File: src/plc_pkg.sv
// Package: register map, field positions, reset values and timing for the link config block
package plc_pkg;
  localparam logic [11:0] ADDR_CFG = 12'h530;
  localparam logic [11:0] ADDR_RETRAIN = 12'h540;
  localparam logic [11:0] ADDR_SEED = 12'h55c;
  localparam int BIT_COMPAT = 8;
  localparam int BIT_XLINK_DIS = 11;
  localparam int BIT_SPEED_CTL = 14;
  localparam int BIT_RETRAIN = 31;
  localparam int SEED_W = 16;
  localparam logic [15:0] SEED_RST = 16'hffff;
  localparam logic COMPAT_RST = 1'b0;
  localparam logic XLINK_DIS_RST = 1'b0;
  localparam logic SPEED_CTL_RST_DS = 1'b0;
  localparam logic SPEED_CTL_RST_OTHER = 1'b1;
  // Retrain delay on an upstream port
  localparam int CLK_MHZ = 50;
  localparam int RETRAIN_DELAY_US = 1000;
  localparam int RETRAIN_DELAY_CYC = RETRAIN_DELAY_US * CLK_MHZ;
  localparam int CNT_W = 16;
  // Port operating modes
  typedef enum logic [1:0] {
    PLC_MODE_DOWNSTREAM,
    PLC_MODE_UPSTREAM,
    PLC_MODE_OTHER
  } plc_mode_t;
  // Control bundle driven into the physical layer
  typedef struct packed {
    logic compat_gen1;
    logic crosslink_disable;
    logic auto_speed_up;
    logic force_detect;
  } plc_phy_ctl_t;
endpackage : plc_pkg

File: src/plc_link_regs.sv
// Physical-layer link configuration register bank with retrain and PRBS seed control
// Behaviour
// RULE1 - Compat bit 8 selects gen1 mode, resets zero
// RULE2 - Compat mode clears undefined training set bits
// RULE3 - Bit 11 disables crosslink training, resets zero
// RULE4 - Speed bit zero: upgrade after first L0
// RULE5 - Speed bit one: no automatic speed change
// RULE6 - Speed bit reset: downstream zero, others one
// RULE7 - Writing one to bit 31 forces Detect
// RULE8 - Retrain bit always reads zero
// RULE9 - Write completes before retrain action begins
// RULE10 - Upstream port retrain waits one millisecond
// RULE11 - Sixteen-bit seed, resets ones, drives PRBS
// RULE12 - Seed change reloads PRBS counter
// RULE13 - Writing zero to retrain does nothing
module plc_link_regs #(
  parameter int RETRAIN_DELAY_CYC = plc_pkg::RETRAIN_DELAY_CYC
) (
  input wire logic clk,
  input wire logic rst,
  input wire plc_pkg::plc_mode_t port_mode,
  input wire logic [11:0] addr,
  input wire logic [31:0] wdata,
  input wire logic wr,
  input wire logic rd,
  output logic [31:0] rdata,
  input wire logic first_l0_from_detect,
  input wire logic gen2_permitted,
  input wire logic crosslink_active,
  input wire logic [7:0] ts_bits_in,
  output logic [7:0] ts_bits_out,
  output logic speed_change_req,
  output plc_pkg::plc_phy_ctl_t phy_ctl,
  output logic [15:0] prbs_state
);

  // ----------------------------------------------------------------
  // Register storage
  // ----------------------------------------------------------------
  logic compat_q;
  logic xlink_dis_q;
  logic speed_ctl_q;
  logic [15:0] seed_q;
  logic [31:0] rdata_q;
  logic reset_seen_q;
  logic wr_cfg;
  logic wr_retrain;
  logic wr_seed;
  logic seed_changed;

  // Address decode shared by write and read paths
  function automatic logic hit(input logic [11:0] a, input logic [11:0] target);
    hit = (a == target);
  endfunction : hit

  assign wr_cfg = wr && hit(addr, plc_pkg::ADDR_CFG);
  assign wr_retrain = wr && hit(addr, plc_pkg::ADDR_RETRAIN);
  assign wr_seed = wr && hit(addr, plc_pkg::ADDR_SEED);

  // Config bits; the speed bit reset value is strapped by the port mode,
  // so it is loaded by a clocked process during reset rather than async
  always_ff @(posedge clk) begin
    if (rst) begin
      compat_q <= plc_pkg::COMPAT_RST; // RULE1
      xlink_dis_q <= plc_pkg::XLINK_DIS_RST; // RULE3
      speed_ctl_q <= (port_mode == plc_pkg::PLC_MODE_DOWNSTREAM) ?
                     plc_pkg::SPEED_CTL_RST_DS : plc_pkg::SPEED_CTL_RST_OTHER; // RULE6
    end else if (wr_cfg) begin
      compat_q <= wdata[plc_pkg::BIT_COMPAT]; // RULE1
      xlink_dis_q <= wdata[plc_pkg::BIT_XLINK_DIS]; // RULE3
      speed_ctl_q <= wdata[plc_pkg::BIT_SPEED_CTL]; // RULE4 RULE5
    end
  end

  // Seed register; only a real change of value reloads the generator
  assign seed_changed = wr_seed && (wdata[15:0] != seed_q);
  always_ff @(posedge clk) begin
    if (rst) begin
      seed_q <= plc_pkg::SEED_RST; // RULE11
    end else if (wr_seed) begin
      seed_q <= wdata[15:0];
    end
  end

  // ----------------------------------------------------------------
  // Read path
  // ----------------------------------------------------------------
  // Read data registered, valid the cycle after rd; unmapped reads zero
  always_ff @(posedge clk) begin
    if (rst) begin
      rdata_q <= '0;
    end else if (rd) begin
      rdata_q <= '0;
      if (hit(addr, plc_pkg::ADDR_CFG)) begin
        rdata_q[plc_pkg::BIT_COMPAT] <= compat_q;
        rdata_q[plc_pkg::BIT_XLINK_DIS] <= xlink_dis_q;
        rdata_q[plc_pkg::BIT_SPEED_CTL] <= speed_ctl_q;
      end else if (hit(addr, plc_pkg::ADDR_SEED)) begin
        rdata_q[15:0] <= seed_q;
      end
      // Retrain register always reads all zero
    end else begin
      rdata_q <= '0;
    end
  end
  assign rdata = rdata_q; // RULE8

  // ----------------------------------------------------------------
  // Full retrain sequencing
  // ----------------------------------------------------------------
  typedef enum logic [1:0] {
    PLC_RT_IDLE,
    PLC_RT_ACK,
    PLC_RT_WAIT,
    PLC_RT_FIRE
  } plc_rt_state_t;
  plc_rt_state_t rt_q;
  logic timer_start;
  logic timer_busy;
  logic timer_done;
  logic retrain_req;

  // Only a one in bit 31 counts as a request
  assign retrain_req = wr_retrain && wdata[plc_pkg::BIT_RETRAIN]; // RULE13

  // The write is acknowledged in its own cycle (no wait states), so the
  // earliest action is two cycles later; upstream adds the 1 ms wait
  always_ff @(posedge clk) begin
    if (rst) begin
      rt_q <= PLC_RT_IDLE;
    end else begin
      case (rt_q)
        PLC_RT_IDLE: begin
          if (retrain_req) begin
            rt_q <= PLC_RT_ACK; // RULE9
          end
        end
        PLC_RT_ACK: begin
          rt_q <= (port_mode == plc_pkg::PLC_MODE_UPSTREAM) ? PLC_RT_WAIT : PLC_RT_FIRE; // RULE10
        end
        PLC_RT_WAIT: begin
          if (timer_done) begin
            rt_q <= PLC_RT_FIRE; // RULE10
          end
        end
        PLC_RT_FIRE: begin
          rt_q <= retrain_req ? PLC_RT_ACK : PLC_RT_IDLE;
        end
        default: begin
          rt_q <= PLC_RT_IDLE;
        end
      endcase
    end
  end

  assign timer_start = (rt_q == PLC_RT_ACK) && (port_mode == plc_pkg::PLC_MODE_UPSTREAM);

  plc_retrain_timer #(
    .DELAY_CYC(RETRAIN_DELAY_CYC)
  ) u_timer (
    .clk(clk),
    .rst(rst),
    .start(timer_start),
    .busy(timer_busy),
    .done(timer_done)
  );

  // ----------------------------------------------------------------
  // Speed change request
  // ----------------------------------------------------------------
  // One-shot after the first L0 entry since reset
  always_ff @(posedge clk) begin
    if (rst) begin
      reset_seen_q <= 1'b0;
    end else if (first_l0_from_detect) begin
      reset_seen_q <= 1'b1;
    end
  end

  logic speed_req_q;
  always_ff @(posedge clk) begin
    if (rst) begin
      speed_req_q <= 1'b0;
    end else begin
      speed_req_q <= first_l0_from_detect && !reset_seen_q && !speed_ctl_q && gen2_permitted; // RULE4 RULE5
    end
  end
  assign speed_change_req = speed_req_q;

  // ----------------------------------------------------------------
  // Physical layer controls
  // ----------------------------------------------------------------
  logic [7:0] ts_q;
  // Only the low two bits are defined at first generation; the rest masked
  always_ff @(posedge clk) begin
    if (rst) begin
      ts_q <= '0;
    end else begin
      ts_q <= compat_q ? (ts_bits_in & 8'h03) : ts_bits_in; // RULE2
    end
  end
  assign ts_bits_out = ts_q;

  assign phy_ctl.compat_gen1 = compat_q; // RULE1
  assign phy_ctl.crosslink_disable = xlink_dis_q; // RULE3
  assign phy_ctl.auto_speed_up = !speed_ctl_q; // RULE4 RULE5
  assign phy_ctl.force_detect = (rt_q == PLC_RT_FIRE); // RULE7

  // ----------------------------------------------------------------
  // PRBS generator
  // ----------------------------------------------------------------
  plc_prbs_gen u_prbs (
    .clk(clk),
    .rst(rst),
    .load(seed_changed), // RULE12
    .seed(wdata[15:0]),
    .run(crosslink_active && !xlink_dis_q), // RULE11
    .state(prbs_state)
  );

  // ----------------------------------------------------------------
  // Assertions
  // ----------------------------------------------------------------
  property p_retrain_reads_zero;
    @(posedge clk) disable iff (rst)
      (rd && hit(addr, plc_pkg::ADDR_RETRAIN)) |=> (rdata == 32'h0000_0000);
  endproperty
  a_retrain_reads_zero: assert property (p_retrain_reads_zero) else $error("Retrain read not zero"); // RULE8

  // The write cycle and the cycle after it must stay free of detect
  property p_no_same_cycle_detect;
    @(posedge clk) disable iff (rst)
      (retrain_req && rt_q == PLC_RT_IDLE) |-> !phy_ctl.force_detect ##1 !phy_ctl.force_detect;
  endproperty
  a_no_same_cycle_detect: assert property (p_no_same_cycle_detect) else $error("Detect in write cycle"); // RULE9

  property p_ds_detect_two;
    @(posedge clk) disable iff (rst)
      (retrain_req && rt_q == PLC_RT_IDLE && port_mode != plc_pkg::PLC_MODE_UPSTREAM)
        |-> ##2 phy_ctl.force_detect;
  endproperty
  a_ds_detect_two: assert property (p_ds_detect_two) else $error("Retrain not applied"); // RULE7

  property p_up_wait;
    @(posedge clk) disable iff (rst)
      (rt_q == PLC_RT_ACK && port_mode == plc_pkg::PLC_MODE_UPSTREAM) |=> !phy_ctl.force_detect [*8];
  endproperty
  a_up_wait: assert property (p_up_wait) else $error("Upstream retrain too early"); // RULE10

  property p_zero_write_idle;
    @(posedge clk) disable iff (rst)
      (wr_retrain && !wdata[plc_pkg::BIT_RETRAIN] && rt_q == PLC_RT_IDLE) |=> (rt_q == PLC_RT_IDLE);
  endproperty
  a_zero_write_idle: assert property (p_zero_write_idle) else $error("Zero write started retrain"); // RULE13

  property p_compat_mask;
    @(posedge clk) disable iff (rst)
      (compat_q && $stable(compat_q)) |=> (ts_bits_out[7:2] == 6'h00);
  endproperty
  a_compat_mask: assert property (p_compat_mask) else $error("Undefined TS bit set"); // RULE2

  property p_no_speed_when_held;
    @(posedge clk) disable iff (rst)
      speed_ctl_q && $past(speed_ctl_q) |-> !speed_change_req;
  endproperty
  a_no_speed_when_held: assert property (p_no_speed_when_held) else $error("Speed change while held"); // RULE5

  property p_speed_up;
    @(posedge clk) disable iff (rst)
      (first_l0_from_detect && !reset_seen_q && !speed_ctl_q && gen2_permitted) |=> speed_change_req;
  endproperty
  a_speed_up: assert property (p_speed_up) else $error("Speed change missing"); // RULE4

  property p_seed_reload;
    @(posedge clk) disable iff (rst)
      seed_changed |=> (prbs_state == seed_q);
  endproperty
  a_seed_reload: assert property (p_seed_reload) else $error("PRBS not reloaded"); // RULE12

  property p_cfg_readback;
    @(posedge clk) disable iff (rst)
      (rd && hit(addr, plc_pkg::ADDR_CFG)) |=>
        (rdata[plc_pkg::BIT_COMPAT] == $past(compat_q)) && (rdata[plc_pkg::BIT_XLINK_DIS] == $past(xlink_dis_q));
  endproperty
  a_cfg_readback: assert property (p_cfg_readback) else $error("Config readback wrong"); // RULE1 RULE3

  // Speed bit reads back what is stored, whatever the strap gave it
  property p_speed_readback;
    @(posedge clk) disable iff (rst)
      (rd && hit(addr, plc_pkg::ADDR_CFG)) |=> (rdata[plc_pkg::BIT_SPEED_CTL] == $past(speed_ctl_q));
  endproperty
  a_speed_readback: assert property (p_speed_readback) else $error("Speed bit readback wrong"); // RULE4 RULE5

  // Seed reads back in the low half word only
  property p_seed_readback;
    @(posedge clk) disable iff (rst)
      (rd && hit(addr, plc_pkg::ADDR_SEED)) |=> (rdata == {16'h0000, $past(seed_q)});
  endproperty
  a_seed_readback: assert property (p_seed_readback) else $error("Seed readback wrong"); // RULE11

  // No register drives the upper half word, so bit 31 can never read one
  property p_upper_zero;
    @(posedge clk) disable iff (rst)
      rd |=> (rdata[31:16] == 16'h0000);
  endproperty
  a_upper_zero: assert property (p_upper_zero) else $error("Upper read bits not zero"); // RULE8

  // A request seen in idle is taken at once and never lost
  property p_ack_after_write;
    @(posedge clk) disable iff (rst)
      (retrain_req && rt_q == PLC_RT_IDLE) |=> (rt_q == PLC_RT_ACK);
  endproperty
  a_ack_after_write: assert property (p_ack_after_write) else $error("Retrain request lost"); // RULE9

  // Detect is a one-cycle command; a level would hold the link in reset
  property p_fire_one_cycle;
    @(posedge clk) disable iff (rst)
      phy_ctl.force_detect |=> !phy_ctl.force_detect;
  endproperty
  a_fire_one_cycle: assert property (p_fire_one_cycle) else $error("Detect longer than one cycle"); // RULE7

  // The delay counter runs exactly while the sequencer waits
  property p_timer_in_wait;
    @(posedge clk) disable iff (rst)
      timer_busy == (rt_q == PLC_RT_WAIT);
  endproperty
  a_timer_in_wait: assert property (p_timer_in_wait) else $error("Delay counter out of step"); // RULE10

  // Only the first L0 entry after reset may ask for a speed change
  property p_speed_once;
    @(posedge clk) disable iff (rst)
      reset_seen_q |=> !speed_change_req;
  endproperty
  a_speed_once: assert property (p_speed_once) else $error("Second speed change request"); // RULE4

  // Crosslink disabled: the pattern must not advance except on reload
  property p_xlink_hold;
    @(posedge clk) disable iff (rst)
      (xlink_dis_q && !seed_changed) |=> $stable(prbs_state);
  endproperty
  a_xlink_hold: assert property (p_xlink_hold) else $error("PRBS stepped while disabled"); // RULE3

  // Outside crosslink the pattern is frozen, so a reload stays visible
  property p_prbs_idle_hold;
    @(posedge clk) disable iff (rst)
      (!crosslink_active && !seed_changed) |=> $stable(prbs_state);
  endproperty
  a_prbs_idle_hold: assert property (p_prbs_idle_hold) else $error("PRBS stepped outside crosslink"); // RULE11

endmodule : plc_link_regs

File: src/plc_retrain_timer.sv
// Delay counter that postpones a retrain request by a programmable cycle count
module plc_retrain_timer #(
  parameter int DELAY_CYC = plc_pkg::RETRAIN_DELAY_CYC
) (
  input wire logic clk,
  input wire logic rst,
  input wire logic start,
  output logic busy,
  output logic done
);
  localparam int CW = plc_pkg::CNT_W;
  localparam logic [CW-1:0] LAST = CW'(DELAY_CYC - 1);
  logic [plc_pkg::CNT_W-1:0] cnt_q;
  logic busy_q;
  // A new start while busy restarts the wait from zero
  always_ff @(posedge clk) begin
    if (rst) begin
      cnt_q <= '0;
      busy_q <= 1'b0;
    end else if (start) begin
      cnt_q <= '0;
      busy_q <= 1'b1;
    end else if (busy_q) begin
      if (cnt_q == LAST) begin
        busy_q <= 1'b0;
      end else begin
        cnt_q <= cnt_q + 1'b1;
      end
    end
  end
  assign busy = busy_q;
  assign done = busy_q && !start && (cnt_q == LAST);
endmodule : plc_retrain_timer

File: src/plc_prbs_gen.sv
// PRBS generator, reloaded from the seed on demand
module plc_prbs_gen (
  input wire logic clk,
  input wire logic rst,
  input wire logic load,
  input wire logic [15:0] seed,
  input wire logic run,
  output logic [15:0] state
);
  logic [15:0] lfsr_q;
  // x^16+x^5+x^4+x^3+1 style feedback; reload takes precedence over stepping
  always_ff @(posedge clk) begin
    if (rst) begin
      lfsr_q <= plc_pkg::SEED_RST;
    end else if (load) begin
      lfsr_q <= seed;
    end else if (run) begin
      lfsr_q <= {lfsr_q[14:0], lfsr_q[15] ^ lfsr_q[4] ^ lfsr_q[3] ^ lfsr_q[2]};
    end
  end
  assign state = lfsr_q;
endmodule : plc_prbs_gen

File: config.mk
export PLATFORM = sky130hd
export DESIGN_NAME = plc_link_regs
export DESIGN_NICKNAME = d
export VERILOG_FILES = /design/src/plc_pkg.sv /design/src/plc_link_regs.sv /design/src/plc_retrain_timer.sv /design/src/plc_prbs_gen.sv
export SDC_FILE = /design/constraint.sdc
export NUM_CORES = 1
export LEC_CHECK = 0
export BUFFER_PORTS_ARGS = -buffer_cell sky130_fd_sc_hd__buf_2
export CAP_MARGIN = 20
export CORE_ASPECT_RATIO = 1.75
export CORE_MARGIN = 5
export CORE_UTILIZATION = 51
export CTS_CLUSTER_SIZE = 24
export DETAILED_ROUTE_END_ITERATION = 10
export PLACE_DENSITY = 0.79
export SLEW_MARGIN = 20
export SYNTH_ARGS = -nofsm -noshare
export SYNTH_HDL_FRONTEND = slang
export SYNTH_SLANG_ARGS = --single-unit
File: constraint.sdc
create_clock -name clk -period 2.3 [get_ports clk]
set_clock_uncertainty 0.1 [all_clocks]
set_input_delay 0.46 -clock clk [delete_from_list [all_inputs] [get_ports clk]]
set_output_delay 0.46 -clock clk [all_outputs]
set_load 0.005 [all_outputs]
==> flow_metrics.env <==
export IMPL_antenna_cells=0
export IMPL_p_per_area_nw_per_um2=689
export IMPL_synth_seq_cells=80
export IMPL_cp_end_kind="register"
export IMPL_synth_cell_types=47
export IMPL_cts_tree="built"
export IMPL_fmax_mhz=494
export IMPL_place_gp_congestion=0.827
export IMPL_nFillCells=633
export IMPL_syn_to_final_growth_pct=21.6
export IMPL_antenna_left=0
export IMPL_p_switching_mw=0.655
export IMPL_power_internal_mw=2.45
export IMPL_status="completed"
export IMPL_wirelength_mm=9.02
export IMPL_numCtsBuffers=9
export IMPL_clkPwrFrac=0.492
export IMPL_crit_slowest_cell="nor4b_1"
export IMPL_cp_cell_sequence="ha_1, and2_1, nand2_1, nor4b_1, xnor2_1, nor2_1"
export IMPL_hold_slack_ns=0.229
export IMPL_cts_num_sinks=80
export IMPL_vias=3122
export IMPL_cts_buffer_depth=2
export IMPL_avgSynthCellArea_um2=9.37
export IMPL_crit_required_ns=2.40
export IMPL_hold_path_class="primary input to register"
export IMPL_synthFlopType="dfxtp_1"
export IMPL_final_setup_tns_ns=0
export IMPL_critPathMaxFanout=9
export IMPL_htree_levels=3
export IMPL_coreArea_um2=7180
export IMPL_slowest_delay_ns=0.43
export IMPL_slew_viol_final=0
export IMPL_vdd_drop_max_uv=900
export IMPL_async_flop_share=0
export IMPL_final_nets=550
export IMPL_dpl_hpwl_mm=6.86
export IMPL_finalCritPeriodShare=0.881
export IMPL_pin_count=122
export IMPL_portBuffers=90
export IMPL_final_common_cell="buf_2"
export IMPL_combPwrFrac=0.054
export IMPL_yosysWarnings=0
export IMPL_ctsResizeCount=0
export IMPL_synthCells=396
export IMPL_sw_frac_of_total=0.211
export IMPL_arrival_ns=2.12
export IMPL_firstDrtPassIters=6
export IMPL_antenna_found_initial=0
export IMPL_grt_max_degree=38
export IMPL_drcViolationCount=0
export IMPL_first_global_vias=3128
export IMPL_yosysSeqAreaShare=0.435
export IMPL_regArea_um2=1610
export IMPL_gr_usage_all_layers=0.207
export IMPL_vias_per_cell=5.44
export IMPL_rsz0062_at_grt="no"
export IMPL_cts_hold_buf=0
export IMPL_row_count=41
export IMPL_multi_input_area_um2=1880
export IMPL_seq_power_share=0.454
export IMPL_fin_crit_ns=2.03
export IMPL_clock_latency_ns=0.33
export IMPL_clockRootBuffer="clkbuf_16"
export IMPL_path_class="register to register"
export IMPL_hold_viol=0
export IMPL_fp_dieH_um=123
export IMPL_max_slew_margin_rel=0.638
export IMPL_grt_pass1_wl_mm=14.3
export IMPL_die_w_um=74.5
export IMPL_drive_above_1_share=0.275
export IMPL_leakage_nw=1.95
export IMPL_cts_setup_buffers=0
export IMPL_setup_viol=0
export IMPL_synth_edf_count=1
export IMPL_start_util=0.516
export IMPL_wl_per_cell_um=15.7
export IMPL_synthesis_area_um2=3710
export IMPL_worstSetupStartpointType="register"
export IMPL_first_iter_violations=183
export IMPL_dieArea_um2=9140
export IMPL_layout_common_cells="buf_2 (90), dfxtp_1 (79), nand2_1 (42)"
export IMPL_maxCapViolCount=0
export IMPL_tightest_slew_ns=0.541
export IMPL_grt_remaining_overflow=0
export IMPL_clk_pin_slew_worst_paths_ns=0.06
export IMPL_power_mw=3.11
==> cells by family (layout without fill, tap and decap cells) <==
logic type,Yosys count,in the layout,share of synthesized area
xor+xnor,32,32,0.0756
mux,19,19,0.0513
compound gates,36,36,0.0658
fa+ha+maj,6,6,0.0202
other cells,1,16,0.00101
buf+inv,49,126,0.0742
flops,80,80,0.435
simple gates,173,173,0.277
==> cells in the mapped netlist, types with 9 or more instances <==
| cell type | count | area, µm² |
|---|---|---|
| a31oi_1 | 15 | 93.8 |
| and2_1 | 21 | 131 |
| buf_4 | 18 | 135 |
| clkbuf_1 | 12 | 45.0 |
| dfxtp_1 | 79 | 1580 |
| inv_1 | 9 | 33.8 |
| mux2i_1 | 19 | 190 |
| nand2_1 | 42 | 158 |
| nand3_1 | 24 | 120 |
| nor2_1 | 27 | 101 |
| nor4_2 | 13 | 163 |
| xnor2_1 | 13 | 114 |
| xor2_1 | 19 | 166 |
==> power by group through the flow <==
stage	clock, mW	combinational (mW)	sequential [mW]
after floorplan	0	0.0925	1.44
after global placement	0	0.160	1.44
after detailed placement	0	0.165	1.44
after CTS	1.55	0.166	1.41
after global routing	1.62	0.182	1.41
final	1.53	0.166	1.41
==> path summary, 6_finish.rpt <==
kind	slack, ns	depth (start not counted)	to	from
hold reg to reg	0.38	2	reset_seen_q	reset_seen_q
setup / recovery	0.27	6	u_timer.cnt_q[6]	u_timer.cnt_q[0]
hold / removal	0.23	2	ts_bits_out[5]	ts_bits_in[5]
setup reg to reg	0.27	6	u_timer.cnt_q[6]	u_timer.cnt_q[0]
==> critical path, delay by kind of cell, from the launching register on <==
kind	cells	cell delay, ns
xor+xnor	1	0.17
fa+ha+maj	1	0.19
flops	1	0.38
simple gates	4	1.03
==> per-stage QoR <==
step / util / area [µm²] / setup WS [ns] / cells
3_3_place_gp: 0.583 / 4190 / 0.0634 / 558
5_1_grt: 0.628 / 4510 / 0.145 / 574
3_5_place_dp: 0.583 / 4190 / 0.0376 / 558
6_report: 0.628 / 4510 / 0.275 / 574
4_1_cts: 0.628 / 4510 / 0.281 / 574
2_1_floorplan: - / 3760 / 0.240 / 411
==> per-layer routing <==
metal / GRT usage / wire length (µm) / up-vias
met4: 0.121 / 417 / 0
met5: 0 / 0 / -
met1: 0.210 / 3260 / 1464
met3: 0.0443 / 474 / 32
met2: 0.375 / 4870 / 108
li1: - / - / 1518
==> area by class of cell <==
class	count	area share
inverter	9	0.00749
tap	86	0.0239
multi-input combinational	282	0.416
clock inverter	5	0.0175
sequential	80	0.357
timing repair buffer	101	0.124
clock buffer	11	0.0538
==> state kept, by name, summed over array words and instances (netlist names) <==
| register | cells |
|---|---|
| speed_ctl_q | 1 |
| u_timer.busy | 1 |
| reset_seen_q | 1 |
| seed_q | 16 |
| speed_change_req | 1 |
| rdata | 16 |
| ts_bits_out | 8 |
| compat_q | 1 |
| rt_q | 2 |
| u_prbs.state | 16 |
| u_timer.cnt_q | 16 |
| xlink_dis_q | 1 |
Note: power is estimated with default switching activity, not from simulation.
